[src/inc/esr_pkg.sv]
// esr_pkg: constants and types of the sensor result read-out block.
// assumes one register byte space shared by the i2c and spi slave engines.
package esr_pkg;

  // register offsets
  localparam logic [7:0] ADDR_STATUS   = 8'h1D;
  localparam logic [7:0] ADDR_PRESS_HI = 8'h1F;
  localparam logic [7:0] ADDR_PRESS_MD = 8'h20;
  localparam logic [7:0] ADDR_PRESS_LO = 8'h21;
  localparam logic [7:0] ADDR_TEMP_HI  = 8'h22;
  localparam logic [7:0] ADDR_TEMP_MD  = 8'h23;
  localparam logic [7:0] ADDR_TEMP_LO  = 8'h24;
  localparam logic [7:0] ADDR_HUM_HI   = 8'h25;
  localparam logic [7:0] ADDR_HUM_LO   = 8'h26;
  localparam logic [7:0] ADDR_RES_HI   = 8'h2A;
  localparam logic [7:0] ADDR_RES_LO   = 8'h2B;
  localparam logic [7:0] ADDR_CTRL     = 8'h71;

  // field positions and masks
  localparam int         RUN_BIT       = 4;
  localparam logic [7:0] CTRL_MASK     = 8'h1F;
  localparam logic [3:0] INDEX_LAST    = 4'h9;
  localparam int         SPI_RW_BIT    = 7;

  // reset values
  localparam logic [19:0] PT_RESET     = 20'h80000;
  localparam logic [15:0] HUM_RESET    = 16'h8000;
  localparam logic [7:0]  CTRL_RESET   = 8'h00;
  localparam logic [3:0]  SYNC_RESET   = 4'hF;

  // fixed upper six bits of the i2c slave address
  localparam logic [5:0] I2C_ADDR_HIGH = 6'h3B;
  localparam logic [3:0] BITS_PER_BYTE = 4'h8;

  // one finished conversion cycle from the sensing core
  typedef struct packed {
    logic [19:0] press;
    logic [19:0] temp;
    logic [15:0] hum;
    logic [9:0]  gas;
    logic [3:0]  gas_range;
    logic        heat_stab;
  } esr_result_type;

  typedef enum logic [3:0] {
    st_idle, st_dev, st_ack_out, st_rx, st_tx, st_ack_in,
    st_spi_cmd, st_spi_wr, st_spi_rd
  } esr_state_type;

endpackage : esr_pkg

[src/logic/esr_readout.sv]
// esr_readout: status/result registers with shadowing and i2c/spi slave.
// assumes the sensing core runs on core_clk; serial pins are asynchronous.
`timescale 1ns/1ps
module esr_readout (
  input  wire logic                    core_clk,
  input  wire logic                    sys_rst,
  input  wire logic                    select_n,
  input  wire logic                    serial_clk_pin,
  input  wire logic                    serial_in_pin_i,
  output logic                         serial_in_pin_o,
  output logic                         serial_in_pin_oe,
  input  wire logic                    addr_lsb_pin_i,
  output logic                         addr_lsb_pin_o,
  output logic                         addr_lsb_pin_oe,
  input  wire logic                    spi_three_wire,
  input  wire logic                    forced_mode,
  input  wire logic                    conv_start,
  input  wire logic                    gas_slot,
  input  wire logic                    conv_done,
  input  wire esr_pkg::esr_result_type conv_result,
  output logic                         gas_launch,
  output logic                         measuring_busy
);
  import esr_pkg::*;

  // register read mux; unmapped offsets read as zero
  function automatic logic [7:0] read_reg(
    input logic [7:0]     a,
    input esr_result_type r,
    input logic           valid,
    input logic [7:0]     status,
    input logic [7:0]     ctrl_val
  );
    logic [7:0] d;
    d = 8'h00;
    unique case (a)
      ADDR_STATUS:   d = status;
      ADDR_PRESS_HI: d = r.press[19:12];
      ADDR_PRESS_MD: d = r.press[11:4];
      ADDR_PRESS_LO: d = {r.press[3:0], 4'h0};
      ADDR_TEMP_HI:  d = r.temp[19:12];
      ADDR_TEMP_MD:  d = r.temp[11:4];
      ADDR_TEMP_LO:  d = {r.temp[3:0], 4'h0};
      ADDR_HUM_HI:   d = r.hum[15:8];
      ADDR_HUM_LO:   d = r.hum[7:0];
      ADDR_RES_HI:   d = r.gas[9:2];
      ADDR_RES_LO:   d = {r.gas[1:0], valid, r.heat_stab, r.gas_range};
      ADDR_CTRL:     d = ctrl_val;
      default:       d = 8'h00;
    endcase
    return d;
  endfunction : read_reg

  // pin synchronisers: bit 0 clock, 1 data, 2 select, 3 address pin
  logic [3:0] sync_a;
  logic [3:0] sync_b;
  logic [3:0] sync_c;

  // serial engine state
  esr_state_type state;
  logic [3:0]    cnt;
  logic [7:0]    sreg;
  logic [7:0]    txreg;
  logic [7:0]    ptr;
  logic          is_read;
  logic          want_addr;
  logic          ack_ok;
  logic          wr_strobe;
  logic [7:0]    wr_data;
  logic [7:0]    wr_addr;
  logic          rd_status;
  logic          i2c_off;

  // result side
  logic           pend;
  logic           pend_valid;
  esr_result_type pend_res;
  esr_result_type res_q;
  logic           gas_valid;
  logic           gas_real;
  logic           new_data;
  logic           gas_busy;
  logic [3:0]     meas_index;
  logic [7:0]     ctrl;

  // edge and condition decode
  wire       sck       = sync_b[0];
  wire       sda       = sync_b[1];
  wire       sel       = sync_b[2];
  wire       alsb      = sync_b[3];
  wire       sck_rise  = sck & ~sync_c[0];
  wire       sck_fall  = ~sck & sync_c[0];
  wire       i2c_on    = sel & ~i2c_off;
  wire       i2c_start = i2c_on & sck & sync_c[0] & sync_c[1] & ~sda;
  wire       i2c_stop  = i2c_on & sck & sync_c[0] & ~sync_c[1] & sda;
  wire       spi_begin = ~sel & sync_c[2];
  wire       spi_state = (state == st_spi_cmd) | (state == st_spi_wr) | (state == st_spi_rd);
  wire [7:0] next_sreg = {sreg[6:0], sda};
  wire       addr_hit  = next_sreg[7:1] == {I2C_ADDR_HIGH, alsb};
  wire [7:0] status    = {new_data, gas_busy, measuring_busy, 1'b0, meas_index};
  wire [7:0] rd_byte   = read_reg(ptr, res_q, gas_valid, status, ctrl);
  wire       spi_bit   = (cnt == 4'h0) ? rd_byte[7] : txreg[7];
  wire       lock      = state != st_idle;
  wire       apply     = pend & ~lock;
  wire       run_ok    = ctrl[RUN_BIT] & forced_mode & (ctrl[3:0] <= INDEX_LAST);
  wire       ctrl_wr   = wr_strobe & (wr_addr == ADDR_CTRL);

  // two-stage sync plus one history stage for edge finding
  always_ff @(posedge core_clk)
  begin
    if (sys_rst)
    begin
      sync_a <= SYNC_RESET;
      sync_b <= SYNC_RESET;
      sync_c <= SYNC_RESET;
    end
    else
    begin
      sync_a <= {addr_lsb_pin_i, select_n, serial_in_pin_i, serial_clk_pin};
      sync_b <= sync_a;
      sync_c <= sync_b;
    end
  end

  // a single low select sample locks out i2c; only reset reopens it
  always_ff @(posedge core_clk)
  begin
    if (sys_rst)
      i2c_off <= 1'b0;
    else if (~sel)
      i2c_off <= 1'b1;
  end

  // serial slave engine; the clock pin is only ever sampled, never driven
  always_ff @(posedge core_clk)
  begin
    if (sys_rst)
    begin
      state            <= st_idle;
      cnt              <= 4'h0;
      sreg             <= 8'h00;
      txreg            <= 8'h00;
      ptr              <= 8'h00;
      is_read          <= 1'b0;
      want_addr        <= 1'b1;
      ack_ok           <= 1'b0;
      wr_strobe        <= 1'b0;
      wr_data          <= 8'h00;
      wr_addr          <= 8'h00;
      rd_status        <= 1'b0;
      serial_in_pin_o  <= 1'b0;
      serial_in_pin_oe <= 1'b0;
      addr_lsb_pin_o   <= 1'b0;
      addr_lsb_pin_oe  <= 1'b0;
    end
    else
    begin
      wr_strobe <= 1'b0;
      rd_status <= 1'b0;
      if (i2c_start)
      begin
        state            <= st_dev;
        cnt              <= 4'h0;
        serial_in_pin_oe <= 1'b0;
      end
      else if (i2c_stop | (spi_state & sel) | (~i2c_on & ~spi_state & state != st_idle))
      begin
        state            <= st_idle;
        serial_in_pin_o  <= 1'b0;
        serial_in_pin_oe <= 1'b0;
        addr_lsb_pin_oe  <= 1'b0;
      end
      else if (spi_begin)
      begin
        state <= st_spi_cmd;
        cnt   <= 4'h0;
      end
      else
      begin
        unique case (state)
          st_idle: ;
          st_dev:
            if (sck_rise)
            begin
              sreg <= next_sreg;
              cnt  <= cnt + 4'h1;
            end
            else if (sck_fall & (cnt == BITS_PER_BYTE))
            begin
              if (sreg[7:1] == {I2C_ADDR_HIGH, alsb})
              begin
                serial_in_pin_oe <= 1'b1;
                is_read          <= sreg[0];
                want_addr        <= 1'b1;
                state            <= st_ack_out;
              end
              else
                state <= st_idle;
            end
          st_ack_out:
            if (sck_fall)
            begin
              cnt <= 4'h0;
              if (is_read)
              begin
                serial_in_pin_oe <= ~rd_byte[7];
                txreg            <= {rd_byte[6:0], 1'b0};
                ptr              <= ptr + 8'h01;
                rd_status        <= ptr == ADDR_STATUS;
                state            <= st_tx;
              end
              else
              begin
                serial_in_pin_oe <= 1'b0;
                state            <= st_rx;
              end
            end
          st_rx:
            if (sck_rise)
            begin
              sreg <= next_sreg;
              cnt  <= cnt + 4'h1;
            end
            else if (sck_fall & (cnt == BITS_PER_BYTE))
            begin
              serial_in_pin_oe <= 1'b1;
              state            <= st_ack_out;
              want_addr        <= ~want_addr;
              if (want_addr)
                ptr <= sreg;
              else
              begin
                wr_strobe <= 1'b1;
                wr_addr   <= ptr;
                wr_data   <= sreg;
              end
            end
          st_tx:
            if (sck_rise)
              cnt <= cnt + 4'h1;
            else if (sck_fall)
            begin
              if (cnt == BITS_PER_BYTE)
              begin
                serial_in_pin_oe <= 1'b0;
                state            <= st_ack_in;
              end
              else
              begin
                serial_in_pin_oe <= ~txreg[7];
                txreg            <= {txreg[6:0], 1'b0};
              end
            end
          st_ack_in:
            if (sck_rise)
              ack_ok <= ~sda;
            else if (sck_fall)
            begin
              cnt <= 4'h0;
              if (ack_ok)
              begin
                serial_in_pin_oe <= ~rd_byte[7];
                txreg            <= {rd_byte[6:0], 1'b0};
                ptr              <= ptr + 8'h01;
                rd_status        <= ptr == ADDR_STATUS;
                state            <= st_tx;
              end
              else
                state <= st_idle;
            end
          st_spi_cmd:
            if (sck_rise)
            begin
              sreg <= next_sreg;
              cnt  <= cnt + 4'h1;
              if (cnt == 4'h7)
              begin
                cnt   <= 4'h0;
                ptr   <= {1'b0, next_sreg[6:0]};
                state <= next_sreg[SPI_RW_BIT] ? st_spi_rd : st_spi_wr;
              end
            end
          st_spi_wr:
            if (sck_rise)
            begin
              sreg <= next_sreg;
              cnt  <= cnt + 4'h1;
              if (cnt == 4'h7)
              begin
                cnt       <= 4'h0;
                wr_strobe <= 1'b1;
                wr_addr   <= ptr;
                wr_data   <= next_sreg;
                state     <= st_spi_cmd;
              end
            end
          st_spi_rd:
            if (sck_rise)
              cnt <= (cnt == 4'h7) ? 4'h0 : cnt + 4'h1;
            else if (sck_fall)
            begin
              // data changes on falling edges, in both clock polarities
              serial_in_pin_o  <= spi_three_wire & spi_bit;
              serial_in_pin_oe <= spi_three_wire;
              addr_lsb_pin_o   <= spi_bit;
              addr_lsb_pin_oe  <= ~spi_three_wire;
              if (cnt == 4'h0)
              begin
                txreg     <= {rd_byte[6:0], 1'b0};
                ptr       <= ptr + 8'h01;
                rd_status <= ptr == ADDR_STATUS;
              end
              else
                txreg <= {txreg[6:0], 1'b0};
            end
          default:
            state <= st_idle;
        endcase
      end
    end
  end

  // control register: set-point index and gas run enable
  always_ff @(posedge core_clk)
  begin
    if (sys_rst)
      ctrl <= CTRL_RESET;
    else if (ctrl_wr)
      ctrl <= wr_data & CTRL_MASK;
  end

  // gas slot handling: a slot without launch stays a dummy
  always_ff @(posedge core_clk)
  begin
    if (sys_rst)
    begin
      gas_launch <= 1'b0;
      gas_real   <= 1'b0;
      meas_index <= 4'h0;
    end
    else
    begin
      gas_launch <= gas_slot & run_ok;
      if (gas_slot & run_ok)
      begin
        gas_real   <= 1'b1;
        meas_index <= ctrl[3:0];
      end
      else if (conv_start)
        gas_real <= 1'b0;
    end
  end

  // finished cycle waits here while a host transfer is open, so a burst
  // read never mixes bytes of two cycles; the cost is delayed status
  always_ff @(posedge core_clk)
  begin
    if (sys_rst)
    begin
      pend       <= 1'b0;
      pend_valid <= 1'b0;
      pend_res   <= '{PT_RESET, PT_RESET, HUM_RESET, 10'h000, 4'h0, 1'b0};
    end
    else if (conv_done)
    begin
      pend       <= 1'b1;
      pend_res   <= conv_result;
      pend_valid <= gas_real | (gas_slot & run_ok);
    end
    else if (apply)
      pend <= 1'b0;
  end

  // visible result registers and status flags; a set beats a clear
  always_ff @(posedge core_clk)
  begin
    if (sys_rst)
    begin
      res_q          <= '{PT_RESET, PT_RESET, HUM_RESET, 10'h000, 4'h0, 1'b0};
      gas_valid      <= 1'b0;
      new_data       <= 1'b0;
      gas_busy       <= 1'b0;
      measuring_busy <= 1'b0;
    end
    else
    begin
      if (apply)
      begin
        res_q     <= pend_res;
        gas_valid <= pend_valid;
      end
      new_data       <= apply | (new_data & ~rd_status);
      gas_busy       <= (gas_slot & run_ok) | (gas_busy & ~apply);
      measuring_busy <= conv_start | (measuring_busy & ~apply);
    end
  end

endmodule : esr_readout

[config.mk]
export PLATFORM = sky130hd
export DESIGN_NAME = esr_readout
export DESIGN_NICKNAME = d
export VERILOG_FILES = /design/src/inc/esr_pkg.sv /design/src/logic/esr_readout.sv
export SDC_FILE = /design/constraint.sdc
export NUM_CORES = 1
export LEC_CHECK = 0
export CORE_UTILIZATION = 40
export CTS_CLUSTER_DIAMETER = 60
export CTS_CLUSTER_SIZE = 10
export DETAILED_ROUTE_END_ITERATION = 8
export DONT_BUFFER_PORTS = 1
export PLACE_DENSITY = 0.61
export SYNTH_ARGS = -nofsm -noshare
export SYNTH_HDL_FRONTEND = slang
export SYNTH_SLANG_ARGS = --single-unit
[constraint.sdc]
create_clock -name core_clk -period 2.42 [get_ports core_clk]
set_input_delay 0.605 -clock core_clk [delete_from_list [all_inputs] [get_ports core_clk]]
set_output_delay 0.605 -clock core_clk [all_outputs]
set_load 0.005 [all_outputs]
==> summary.txt, run 1 <==
Setup path
  • Worst path cell trace: inv_1 -> ha_1 -> buf_4 -> a222oi_1 -> o211ai_1 -> a2111o_1 -> a311oi_1
  • Cell count of the worst reg-to-reg path: 7
  • Crit Path Category: flip-flop to flip-flop
  • Delay of the slowest cell on the worst path: 0.50 ns
  • Number of logic stages on the critical path including buffering: 7
  • Endpoint arrival time on the critical path: 2.74 ns
  • Kind of end point of the critical path: flip-flop
  • Top delay family on crit path: compound AO/OA/AOI/OAI gates
  • Worst EP required: 2.88 ns
  • Cell with the largest stage delay on the worst path: sky130_fd_sc_hd__a222oi_1
  • Launching element type of the critical path: flip-flop
  • CP Max Fanout: 9
  • WP buf/inv: 2

STA
  • Final Max Tran Viols: 0
  • Relative slew margins: 0.590
  • Final Skew: 0.0114 ns
  • Final critical-path share of the clock period: 0.943
  • Unrepaired setup endpoints after global routing: yes
  • Final setup vio count: 0
  • Highest clock frequency the design can meet: 0.438 GHz
  • Worst slew pin tran: 0.613 ns
  • Period minus WS final: 2.28 ns
  • Accumulated negative setup slack: 0 ns
  • Final Hold Violating Endpoints: 0

Die
  • Width of the die: 159 um
  • CORE AREA: 0.0242 mm2
  • Die extent in y: 159 um
  • Initial core utilization: 0.408
  • Total die area: 0.0253 mm2
  • I/O pins: 88
  • Standard-cell rows: 57

Clock network
  • Maximum buffer depth of the clock tree: 3
  • Total of hold buffers inserted after clock tree synthesis: 0
  • CTS H-tree depth: 1
  • CTS Buf Count: 29
  • Clock tree sinks: 224
  • CTS tree: yes
  • Clk Latency, worst-skew pair: 0.54 ns
  • Clock-pin slew on the worst setup and hold paths: 0.06 ns
  • Clock Root Buffer: sky130_fd_sc_hd__clkbuf_16

Detailed routing
  • Wire length per cell: 17.9 um
  • Antenna Nets Post-Route: 0
  • Total iterations of the first detailed-routing run: 5
  • Iter 0 DRT Violations: 629
  • Post-route DRC: 0
  • Number of vias in the routed layout: 8140
  • Total length of routed wires: 26.8 mm
  • Mean number of vias per cell: 5.44

Power
  • Static leakage: 4.36 nW
  • IR Drop Worst-Case VDD: 0.632 mV
  • Power, Total: 8.24 mW
  • Power per Cell Area: 725 mW/mm2

Global route
  • Total congestion overflow: 0
  • GR peak layer: met2
  • Met1 capacity usage during global routing: 0.284
  • GR Util met2: 0.323
  • Antenna violations before repair: 0
  • Global-route wire length before repair: 43.0 mm
  • Maximum number of pins on one net before global-route repair: 220
  • GR met3 Demand/Resource: 0.0399
  • Vias in the first global route: 7798
  • Overall global routing resource usage: 0.207

Final layout
  • Most frequent cells in the layout: 222 x sky130_fd_sc_hd__dfxtp_1, 178 x sky130_fd_sc_hd__nand2_1, 142 x sky130_fd_sc_hd__nor2_1, 105 x sky130_fd_sc_hd__mux2i_1, 101 x sky130_fd_sc_hd__a21oi_1
  • Number of antenna diodes: 0
  • Layout net count: 1251
  • Share of cells above drive strength 1: 0.122
  • Cell area after layout: 0.0114 mm2
  • Commonest non-fill, non-tap cell in the layout: sky130_fd_sc_hd__dfxtp_1
  • Synth-to-Final Area Change: 14.9%

Synthesis
  • Ys async rst share: 0
  • Number of distinct standard cells referenced by the synthesized netlist: 75
  • Post-Synth Simple-Gate Area: 0.215
  • Main synth FF type: sky130_fd_sc_hd__dfxtp_1
  • Combinational family with the most area after synthesis: simple AND/OR/NAND/NOR gates
  • Synth Area in Compound Gates: 0.163
  • Synthesized netlist cell count: 1152
  • Number of nets produced by synthesis: 1240
  • Adder and majority cell fraction of the synthesized area: 0.00759
  • Synth Warn #: 0
  • Mean instance size in the synthesized netlist: 8.58 um2
  • Area of the mapped netlist: 0.00988 mm2
  • Xor/xnor share of the synthesized area: 0.00532
  • Synthesis-stage register bit count: 224
  • Number of flops mapped to enable cells by yosys: 0
  • Portion of netlist area occupied by mux cells: 0.117
  • Share of the yosys chip area belonging to registers: 0.454

Placed design
  • Placer's final routability congestion estimate: 0.954
  • Total placed instance area: 0.0105 mm2
  • Placed wire-length estimate after detailed placement: 18.2 mm
  • Total of buffers placed on input and output ports: 0

Job
  • Maxcap violations: 0

Min path
  • Hold path depth: 1
  • Worst hold path type: primary input to flip-flop

Outcome
  • Outcome: complete, no violations
[worst register-to-register path: stages (launching register included)]
cell,delay [ns]
sky130_fd_sc_hd__dfxtp_2,0.37
sky130_fd_sc_hd__inv_1,0.09
sky130_fd_sc_hd__ha_1,0.22
sky130_fd_sc_hd__buf_4,0.19
sky130_fd_sc_hd__a222oi_1,0.50
sky130_fd_sc_hd__o211ai_1,0.25
sky130_fd_sc_hd__a2111o_1,0.32
sky130_fd_sc_hd__a311oi_1,0.26
[sequential cells by signal (all words and copies together), names as in the netlist, 3 cells and up]
signal	count
cnt	4
ctrl	5
meas_index	4
pend_res	71
ptr	8
res_q	71
sreg	8
state	4
sync_a	4
sync_b	4
sync_c	3
txreg	7
wr_addr	8
wr_data	5
[cells by family (layout without fill, tap and decap cells)]
logic type                 after synthesis  in the layout
xor gates and xnor gates                 6              6
DFF                                    224            224
and+or+nand+nor                        462            462
buffers and inverters                   95            116
AOI/OAI and AO/OA                      245            245
muxes                                  114            114
adders and majority gates                6              6
[path summary, 6_finish.rpt]
check | slack, ns | startpoint | end
worst max-delay path | 0.14 | ptr[1]$_SDFFE_PP0P_ | serial_in_pin_oe$_SDFFE_PP0P_
worst min-delay path | 0.15 | spi_three_wire | addr_lsb_pin_oe$_SDFFE_PP0P_
worst max register to register | 0.14 | ptr[1]$_SDFFE_PP0P_ | serial_in_pin_oe$_SDFFE_PP0P_
worst min register to register | 0.41 | sync_a[1]$_SDFF_PP1_ | sync_b[1]$_SDFF_PP1_
[what timing repair did]
| item | CTS | global route |
|---|---|---|
| pin swaps | 0 | 3 |
| gates cloned | 0 | 0 |
| buffers inserted | 0 | 2 |
| endpoints found under the setup margin | 4 | 16 |
| resized for setup | 1 | 9 |
[power by group]
| group | internal (mW) | total (mW) | switching [mW] |
|---|---|---|---|
| Combinational | 0.239 | 0.530 | 0.290 |
| Clock | 2.23 | 3.79 | 1.57 |
| Sequential | 3.82 | 3.92 | 0.0920 |
| Total | 6.29 | 8.24 | 1.95 |
[routing by layer]
layer | vias to the layer above | wire [um]
met2 | 212 | 11900
met5 | - | 0
met4 | 0 | 949
met3 | 64 | 1500
li1 | 4080 | -
met1 | 3784 | 12400
[area by class of cell]
| class | count | area, um2 |
|---|---|---|
| Clock buffer | 35 | 768 |
| Clock inverter | 6 | 58.8 |
| Fill cell | 2423 | 12900 |
| Inverter | 10 | 37.5 |
| Multi-Input combinational cell | 833 | 5050 |
| Sequential cell | 224 | 4490 |
| Tap cell | 324 | 405 |
| Timing Repair Buffer | 65 | 554 |
[Yosys cell counts, types with 9 or more instances]
library cell / count / share of area
sky130_fd_sc_hd__nand2b_1: 13 / 0.0082
sky130_fd_sc_hd__a22oi_1: 25 / 0.019
sky130_fd_sc_hd__o21ai_0: 25 / 0.013
sky130_fd_sc_hd__nor3_1: 16 / 0.0081
sky130_fd_sc_hd__o22ai_1: 10 / 0.0063
sky130_fd_sc_hd__a21oi_1: 101 / 0.051
sky130_fd_sc_hd__dfxtp_1: 224 / 0.45
sky130_fd_sc_hd__nor2_1: 142 / 0.054
sky130_fd_sc_hd__nand2_1: 179 / 0.068
sky130_fd_sc_hd__clkbuf_1: 68 / 0.026
sky130_fd_sc_hd__or2_2: 15 / 0.0095
sky130_fd_sc_hd__mux2_2: 9 / 0.010
sky130_fd_sc_hd__nor2b_1: 12 / 0.0076
sky130_fd_sc_hd__inv_1: 10 / 0.0038
sky130_fd_sc_hd__mux2i_1: 105 / 0.11
sky130_fd_sc_hd__a311oi_1: 11 / 0.0097
sky130_fd_sc_hd__nand3_1: 24 / 0.012
[stage by stage]
step	utilization	hold slack, ns	std cells	worst slack [ns]
after floorplan	-	0.389	1152	0.339
after global placement	0.432	0.399	1454	-0.106
after detailed placement	0.432	0.398	1454	-0.0562
after CTS	0.466	0.133	1495	0.00585
after global routing	0.468	0.139	1497	-0.0397
final	0.468	0.155	1497	0.139
Note: power is estimated with default switching activity, not from simulation.
==> inputs of run 2 (changes only) <==
--- a/config.mk
+++ b/config.mk
@@ -5,12 +5,14 @@
 export SDC_FILE = /design/constraint.sdc
 export NUM_CORES = 1
 export LEC_CHECK = 0
+export ABC_AREA = 1
+export CORE_ASPECT_RATIO = 1.75
 export CORE_UTILIZATION = 40
 export CTS_CLUSTER_DIAMETER = 60
 export CTS_CLUSTER_SIZE = 10
 export DETAILED_ROUTE_END_ITERATION = 8
 export DONT_BUFFER_PORTS = 1
-export PLACE_DENSITY = 0.61
+export PLACE_DENSITY = 0.52
 export SYNTH_ARGS = -nofsm -noshare
 export SYNTH_HDL_FRONTEND = slang
 export SYNTH_SLANG_ARGS = --single-unit
==> run 2 against run 1 <==
Against the previous run: count of clock-buffer cells in the layout down 7; maximum frequency up 3.5%; critical endpoint is now txreg[7]$_SDFFE_PP0P_; non-clock buffer count down 47; register-to-register slack better by 0.08 ns; routed wire length up 5.7%; sequential power up 14%; total power up 24%; clock power down 10%.
==> summary.txt, run 2 <==
Synthesis
  • Proportion of netlist area held by the largest area contributor: 0.457
  • Xor/xnor share of the synthesized area: 0.00268
  • Combinational family with the most area after synthesis: simple AND/OR/NAND/NOR gates
  • Mean instance size in the synthesized netlist: 7.00 um2
  • Ys async rst share: 0
  • Synthesized netlist cell count: 1401
  • Main synth FF type: sky130_fd_sc_hd__dfxtp_1
  • Largest cells by area after synthesis: sky130_fd_sc_hd__dfxtp_1 46%, sky130_fd_sc_hd__nor2_1 9.8%, sky130_fd_sc_hd__nand2_1 9.4%
  • Share of the yosys chip area belonging to registers: 0.457
  • Cell accounting for the most synthesized area: sky130_fd_sc_hd__dfxtp_1
  • Number of distinct standard cells referenced by the synthesized netlist: 40
  • Synth Area in Compound Gates: 0.172
  • Synth Warn #: 0
  • Area of the mapped netlist: 0.00981 mm2
  • Most used standard cell by instance count after synthesis: sky130_fd_sc_hd__nor2_1
  • Post-Synth Simple-Gate Area: 0.284
  • Ranking of synthesized cells by instance count: 256 x sky130_fd_sc_hd__nor2_1, 247 x sky130_fd_sc_hd__nand2_1, 224 x sky130_fd_sc_hd__dfxtp_1
  • Adder and majority cell fraction of the synthesized area: 0.00765
  • Synthesis-stage register bit count: 224
  • Portion of netlist area occupied by mux cells: 0
  • Number of nets produced by synthesis: 1489
  • Number of flops mapped to enable cells by yosys: 0

Final layout
  • Most frequent cells in the layout: 256 x sky130_fd_sc_hd__nor2_1, 247 x sky130_fd_sc_hd__nand2_1, 224 x sky130_fd_sc_hd__dfxtp_1, 163 x sky130_fd_sc_hd__o21ai_0, 134 x sky130_fd_sc_hd__a21oi_1
  • Layout net count: 1469
  • Commonest non-fill, non-tap cell in the layout: sky130_fd_sc_hd__nor2_1
  • Share of cells above drive strength 1: 0.0673
  • Biggest registers after layout: pend_res (71), res_q (71)
  • Number of antenna diodes: 0
  • Synth-to-Final Area Change: 10.2%

Detailed routing
  • Wire length per cell: 16.8 um
  • Total iterations of the first detailed-routing run: 5
  • Total length of routed wires: 28.3 mm
  • Mean number of vias per cell: 5.17
  • Post-route DRC: 0
  • Number of vias in the routed layout: 8731
  • Antenna Nets Post-Route: 0
  • Iter 0 DRT Violations: 540

Power
  • Power per Cell Area: 943 mW/mm2
  • P_sw: 3.36 mW
  • Seq pwr share: 0.438
  • Cell-internal power: 6.84 mW
  • Net Sw Frac: 0.329
  • IR Drop Worst-Case VDD: 0.542 mV
  • Combinational fraction of design power: 0.228
  • Clock group share of total power: 0.334
  • Static leakage: 4.35 nW

Clock network
  • CTS tree: yes
  • Maximum buffer depth of the clock tree: 3
  • CTS H-tree depth: 1
  • CTS Buf Count: 26
  • Total of hold buffers inserted after clock tree synthesis: 0
  • Clk Latency, worst-skew pair: 0.54 ns
  • Post-cts repair resize count: 0
  • Clock Root Buffer: sky130_fd_sc_hd__clkbuf_16
  • Clock tree sinks: 224
  • Clock-pin slew on the worst setup and hold paths: 0.06 ns
  • Post-CTS setup buffer count: 0

STA
  • Worst slew pin tran: 0.666 ns
  • Highest clock frequency the design can meet: 0.454 GHz
  • Final setup vio count: 0
  • Period minus WS final: 2.20 ns
  • Final Skew: 0.0146 ns
  • Relative slew margins: 0.553
  • Final Max Tran Viols: 0
  • Final-layout worst hold slack: 0.143 ns
  • Accumulated negative setup slack: 0 ns
  • Final critical-path share of the clock period: 0.911
  • Unrepaired setup endpoints after global routing: no
  • Final Hold Violating Endpoints: 0

Global route
  • Total congestion overflow: 0
  • Vias in the first global route: 8637
  • Overall global routing resource usage: 0.229
  • Global-route wire length before repair: 45.5 mm
  • Antenna violations before repair: 0
  • Maximum number of pins on one net before global-route repair: 80

Setup path
  • Launching element type of the critical path: flip-flop
  • CP Max Fanout: 6
  • Worst path cell trace: ha_1 -> inv_1 -> nor2_1 -> inv_1 -> nor2_1 -> nand2_1 -> nand2_1 -> nor2_1 -> nand3_1 -> nand2_1 -> a21oi_1
  • Delay of the slowest cell on the worst path: 0.46 ns
  • Cell with the largest stage delay on the worst path: sky130_fd_sc_hd__dfxtp_1
  • Crit Path Category: flip-flop to flip-flop
  • Endpoint arrival time on the critical path: 2.67 ns
  • Kind of end point of the critical path: flip-flop
  • Worst EP required: 2.89 ns

Outcome
  • Outcome: complete, no violations

Placed design
  • Placer's final routability congestion estimate: 0.942
  • Total of buffers placed on input and output ports: 0
  • Placed wire-length estimate after detailed placement: 20.4 mm

Die
  • CORE AREA: 0.0240 mm2
  • Width of the die: 120 um
  • Initial core utilization: 0.408
  • I/O pins: 88
  • Standard-cell rows: 75
  • Total die area: 0.0252 mm2
  • Die extent in y: 209 um

Min path
  • Worst hold path type: primary input to flip-flop

Job
  • Maxcap violations: 0
run 2: cell count changes in the layout (fill, tap and decap cells not counted), sizes merged, moves of 47 or more:
cell,previous run,this run
o21ai,25,165
nor2,143,272
inv,12,123
mux2i,105,0
nand2,179,253
nand3,24,87
buf,65,18
run 2: power groups by stage:
stage | sequential [mW] | clock [mW] | combinational (mW)
final | 4.47 | 3.40 | 2.33
after global routing | 4.52 | 3.64 | 2.63
after CTS | 4.47 | 3.50 | 2.34
after detailed placement | 4.55 | 0 | 2.32
after global placement | 4.54 | 0 | 2.33
after floorplan | 4.40 | 0 | 1.78
run 2: stage by stage:
stage           util  cell area [um2]  std cells  total power [mW]  setup slack [ns]
2_1_floorplan      -             9810       1401              6.18             0.729
3_3_place_gp   0.422            10100       1661              6.87             0.236
3_5_place_dp   0.422            10100       1661              6.87             0.230
4_1_cts        0.450            10800       1690              10.3             0.217
5_1_grt        0.450            10800       1690              10.8           0.00188
6_report       0.450            10800       1690              10.2             0.216
run 2: path summary, 6_finish.rpt:
kind	start	endpoint	slack, ns	depth (start not counted)
setup / recovery	ptr[1]$_SDFFE_PP0P_	txreg[7]$_SDFFE_PP0P_	0.22	11
hold / removal	sys_rst	i2c_off$_SDFFE_PP0N_	0.14	1
setup reg to reg	ptr[1]$_SDFFE_PP0P_	txreg[7]$_SDFFE_PP0P_	0.22	11
hold reg to reg	sync_a[3]$_SDFF_PP1_	sync_b[3]$_SDFF_PP1_	0.41	1
run 2: kinds of logic (layout without fill, tap and decap cells):
kind of cell / Yosys count / after routing
buf+inv: 190 / 171
compound gates: 327 / 327
flops: 224 / 224
simple gates: 651 / 651
xor+xnor: 3 / 3
fa+ha+maj: 6 / 6
run 2: area by class of cell:
class                   instances  area [um2]
repair buffers                 18         198
fillers                      2629       13200
flip-flops and latches        224        4480
clock buffers                  28         679
inverters                     124         467
well taps                     308         385
multi-input cells             987        4590
clock inverters                 1        7.51
run 2: routing by layer:
layer	up-vias	routed length, um	track usage
met5	-	0	0
met4	0	924	0.0937
met3	58	867	0.0284
met2	171	15500	0.445
met1	4006	11100	0.243
li1	4496	-	-
run 2: critical path: cells and delay by family, from the launching register on:
family / cells / cell delay, ns
AO/OA/AOI/OAI: 1 / 0.12
adder cells (fa/ha/maj): 1 / 0.22
buffers and inverters: 2 / 0.23
flip-flops: 1 / 0.46
AND/OR/NAND/NOR: 7 / 1.09
==> inputs of run 3 (changes only) <==
--- a/config.mk
+++ b/config.mk
@@ -8,6 +8,7 @@
 export ABC_AREA = 1
 export CORE_ASPECT_RATIO = 1.75
 export CORE_UTILIZATION = 40
+export CTS_BUF_LIST = sky130_fd_sc_hd__clkbuf_8
 export CTS_CLUSTER_DIAMETER = 60
 export CTS_CLUSTER_SIZE = 10
 export DETAILED_ROUTE_END_ITERATION = 8
==> run 3 against run 2 <==
Against the previous run: count of clock-buffer cells in the layout decreased by 1; critical path depth unchanged; critical endpoint is now txreg[3]$_SDFFE_PP0P_; flip-flop and latch count unchanged; largest cell class unchanged; worst hold slack got worse by 0.053 ns; non-clock buffer count unchanged; final cell count unchanged.
==> summary.txt, run 3 (same netlist as run 2, synthesis figures left out) <==
Setup path
  • Crit Path Category: flip-flop to flip-flop
  • Cell count of the worst reg-to-reg path: 11
  • Cell with the largest stage delay on the worst path: sky130_fd_sc_hd__dfxtp_1
  • Number of logic stages on the critical path including buffering: 11
  • Endpoint of the lowest-slack register-to-register path: txreg[3]$_SDFFE_PP0P_
  • Launching element type of the critical path: flip-flop
  • Endpoint arrival time on the critical path: 2.67 ns
  • Cell with the most instances on the worst path: sky130_fd_sc_hd__nand2_1
  • Kind of end point of the critical path: flip-flop
  • Worst path cell trace: ha_1 -> inv_1 -> nor2_1 -> nand2_1 -> nand2_1 -> nor2_1 -> nand2_1 -> nor2_1 -> nor2_2 -> nand2_1 -> a21oi_1
  • Worst reg2reg setup slack: 0.27 ns
  • Worst setup path startpoint: ptr[1]$_SDFFE_PP0P_
  • Worst EP required: 2.93 ns
  • Delay of the slowest cell on the worst path: 0.48 ns
  • Critical register-to-register path startpoint: ptr[1]$_SDFFE_PP0P_
  • Top delay family on crit path: simple AND/OR/NAND/NOR gates
  • Worst Setup EP: txreg[3]$_SDFFE_PP0P_
  • WP buf/inv: 1
  • CP Max Fanout: 7

STA
  • Final Hold Violating Endpoints: 0
  • Final critical-path share of the clock period: 0.890
  • Final setup vio count: 0
  • Period minus WS final: 2.15 ns
  • Accumulated negative setup slack: 0 ns
  • Worst slew pin tran: 0.674 ns
  • Final Skew: 0.0358 ns
  • Final-layout worst hold slack: 0.0902 ns
  • Unrepaired setup endpoints after global routing: no
  • Highest clock frequency the design can meet: 0.464 GHz
  • Relative slew margins: 0.549
  • Final Max Tran Viols: 0

Power
  • Clock group share of total power: 0.254
  • IR Drop Worst-Case VDD: 0.411 mV
  • Static leakage: 4.21 nW
  • Power per Cell Area: 866 mW/mm2
  • P_sw: 3.23 mW
  • Cell-internal power: 5.88 mW
  • Combinational fraction of design power: 0.256
  • Power, Total: 9.10 mW
  • Net Sw Frac: 0.354
  • Seq pwr share: 0.490

Die
  • CORE AREA: 0.0240 mm2
  • Total die area: 0.0252 mm2
  • Die extent in y: 209 um
  • Initial core utilization: 0.408
  • I/O pins: 88
  • Width of the die: 120 um
  • Standard-cell rows: 75

Placed design
  • Total placed instance area: 0.0101 mm2
  • Placed wire-length estimate after detailed placement: 20.4 mm
  • Placer's final routability congestion estimate: 0.942
  • Total of buffers placed on input and output ports: 0
  • Placed Cells: 1661

Final layout
  • Commonest non-fill, non-tap cell in the layout: sky130_fd_sc_hd__nor2_1
  • Most frequent cells in the layout: 255 x sky130_fd_sc_hd__nor2_1, 247 x sky130_fd_sc_hd__nand2_1, 224 x sky130_fd_sc_hd__dfxtp_1, 163 x sky130_fd_sc_hd__o21ai_0, 134 x sky130_fd_sc_hd__a21oi_1
  • Number of antenna diodes: 0
  • Share of cells above drive strength 1: 0.0680
  • Post-route non-filler standard cell count: 1690
  • Synth-to-Final Area Change: 7.14%
  • Layout net count: 1469
  • Cell area after layout: 0.0105 mm2
  • Biggest registers after layout: pend_res (71), res_q (71)
  • Number of fill cells: 2675

Clock network
  • Maximum buffer depth of the clock tree: 3
  • CTS H-tree depth: 1
  • Clock-pin slew on the worst setup and hold paths: 0.08 ns
  • CTS tree: yes
  • Clk Latency, worst-skew pair: 0.59 ns
  • Clock Root Buffer: sky130_fd_sc_hd__clkbuf_8
  • Clock tree sinks: 224
  • Post-CTS setup buffer count: 0
  • CTS Buf Count: 26

Global route
  • Antenna violations before repair: 0
  • Total congestion overflow: 0
  • Overall global routing resource usage: 0.227
  • Global-route wire length before repair: 45.3 mm
  • Maximum number of pins on one net before global-route repair: 80
  • Vias in the first global route: 8636

Detailed routing
  • Wire length per cell: 16.7 um
  • Iter 0 DRT Violations: 558
  • Total iterations of the first detailed-routing run: 5
  • Total length of routed wires: 28.2 mm
  • Post-route DRC: 0
  • Antenna Nets Post-Route: 0
  • Number of vias in the routed layout: 8726
  • Mean number of vias per cell: 5.16

Outcome
  • Outcome: complete, no violations

Min path
  • Worst hold path type: primary input to flip-flop

Job
  • Maxcap violations: 0
-- run 3: cell types whose count changed in the layout (fill, tap and decap cells not counted), sizes merged --
cell	before	now
inv	123	124
clkbuf	28	27
-- run 3: metal layers --
layer	part of all wire	vias to the layer above	GRT usage
li1	-	4499	-
met1	0.39	4003	0.242
met2	0.54	160	0.439
met3	0.030	64	0.0262
met4	0.037	0	0.0975
met5	0	-	0
-- run 3: timing repair --
item / 4_1_cts / 5_1_grt
endpoints found under the setup margin: 0 / 2
hold buffers: 0 / 0
resized for setup: 0 / 1
-- run 3: worst min-delay path by stage --
stage	end	cells past startpoint	from	slack (ns)
after floorplan	sync_b[0]$_SDFF_PP1_	1	sync_a[0]$_SDFF_PP1_	0.39
after CTS	gas_busy$_SDFF_PP0_	1	sys_rst	0.05
after detailed placement	sync_b[3]$_SDFF_PP1_	1	sync_a[3]$_SDFF_PP1_	0.40
final	i2c_off$_SDFFE_PP0N_	1	sys_rst	0.09
after global routing	i2c_off$_SDFFE_PP0N_	1	sys_rst	0.06
after global placement	sync_b[3]$_SDFF_PP1_	1	sync_a[3]$_SDFF_PP1_	0.40
-- run 3: cell type report --
| type | instances | area, um2 | area share |
|---|---|---|---|
| clock buffers | 27 | 372 | 0.0353 |
| clock inverters | 2 | 11.3 | 0.00107 |
| inverters | 124 | 467 | 0.0444 |
| multi-input cells | 987 | 4600 | 0.437 |
| flip-flops and latches | 224 | 4480 | 0.427 |
| well taps | 308 | 385 | 0.0367 |
| repair buffers | 18 | 198 | 0.0188 |
-- run 3: power by group through the flow --
stage / clock network, mW / registers (mW) / logic, mW
global route: 2.54 / 4.52 / 2.63
finish: 2.31 / 4.46 / 2.33
CTS: 2.41 / 4.46 / 2.34
detailed placement: 0 / 4.55 / 2.32
global placement: 0 / 4.54 / 2.33
floorplan: 0 / 4.40 / 1.78
-- run 3: stage by stage --
step | setup slack (ns) | utilization
detailed placement | 0.230 | 0.422
global route | 0.00821 | 0.438
finish | 0.266 | 0.438
global placement | 0.236 | 0.422
floorplan | 0.729 | -
CTS | 0.217 | 0.438
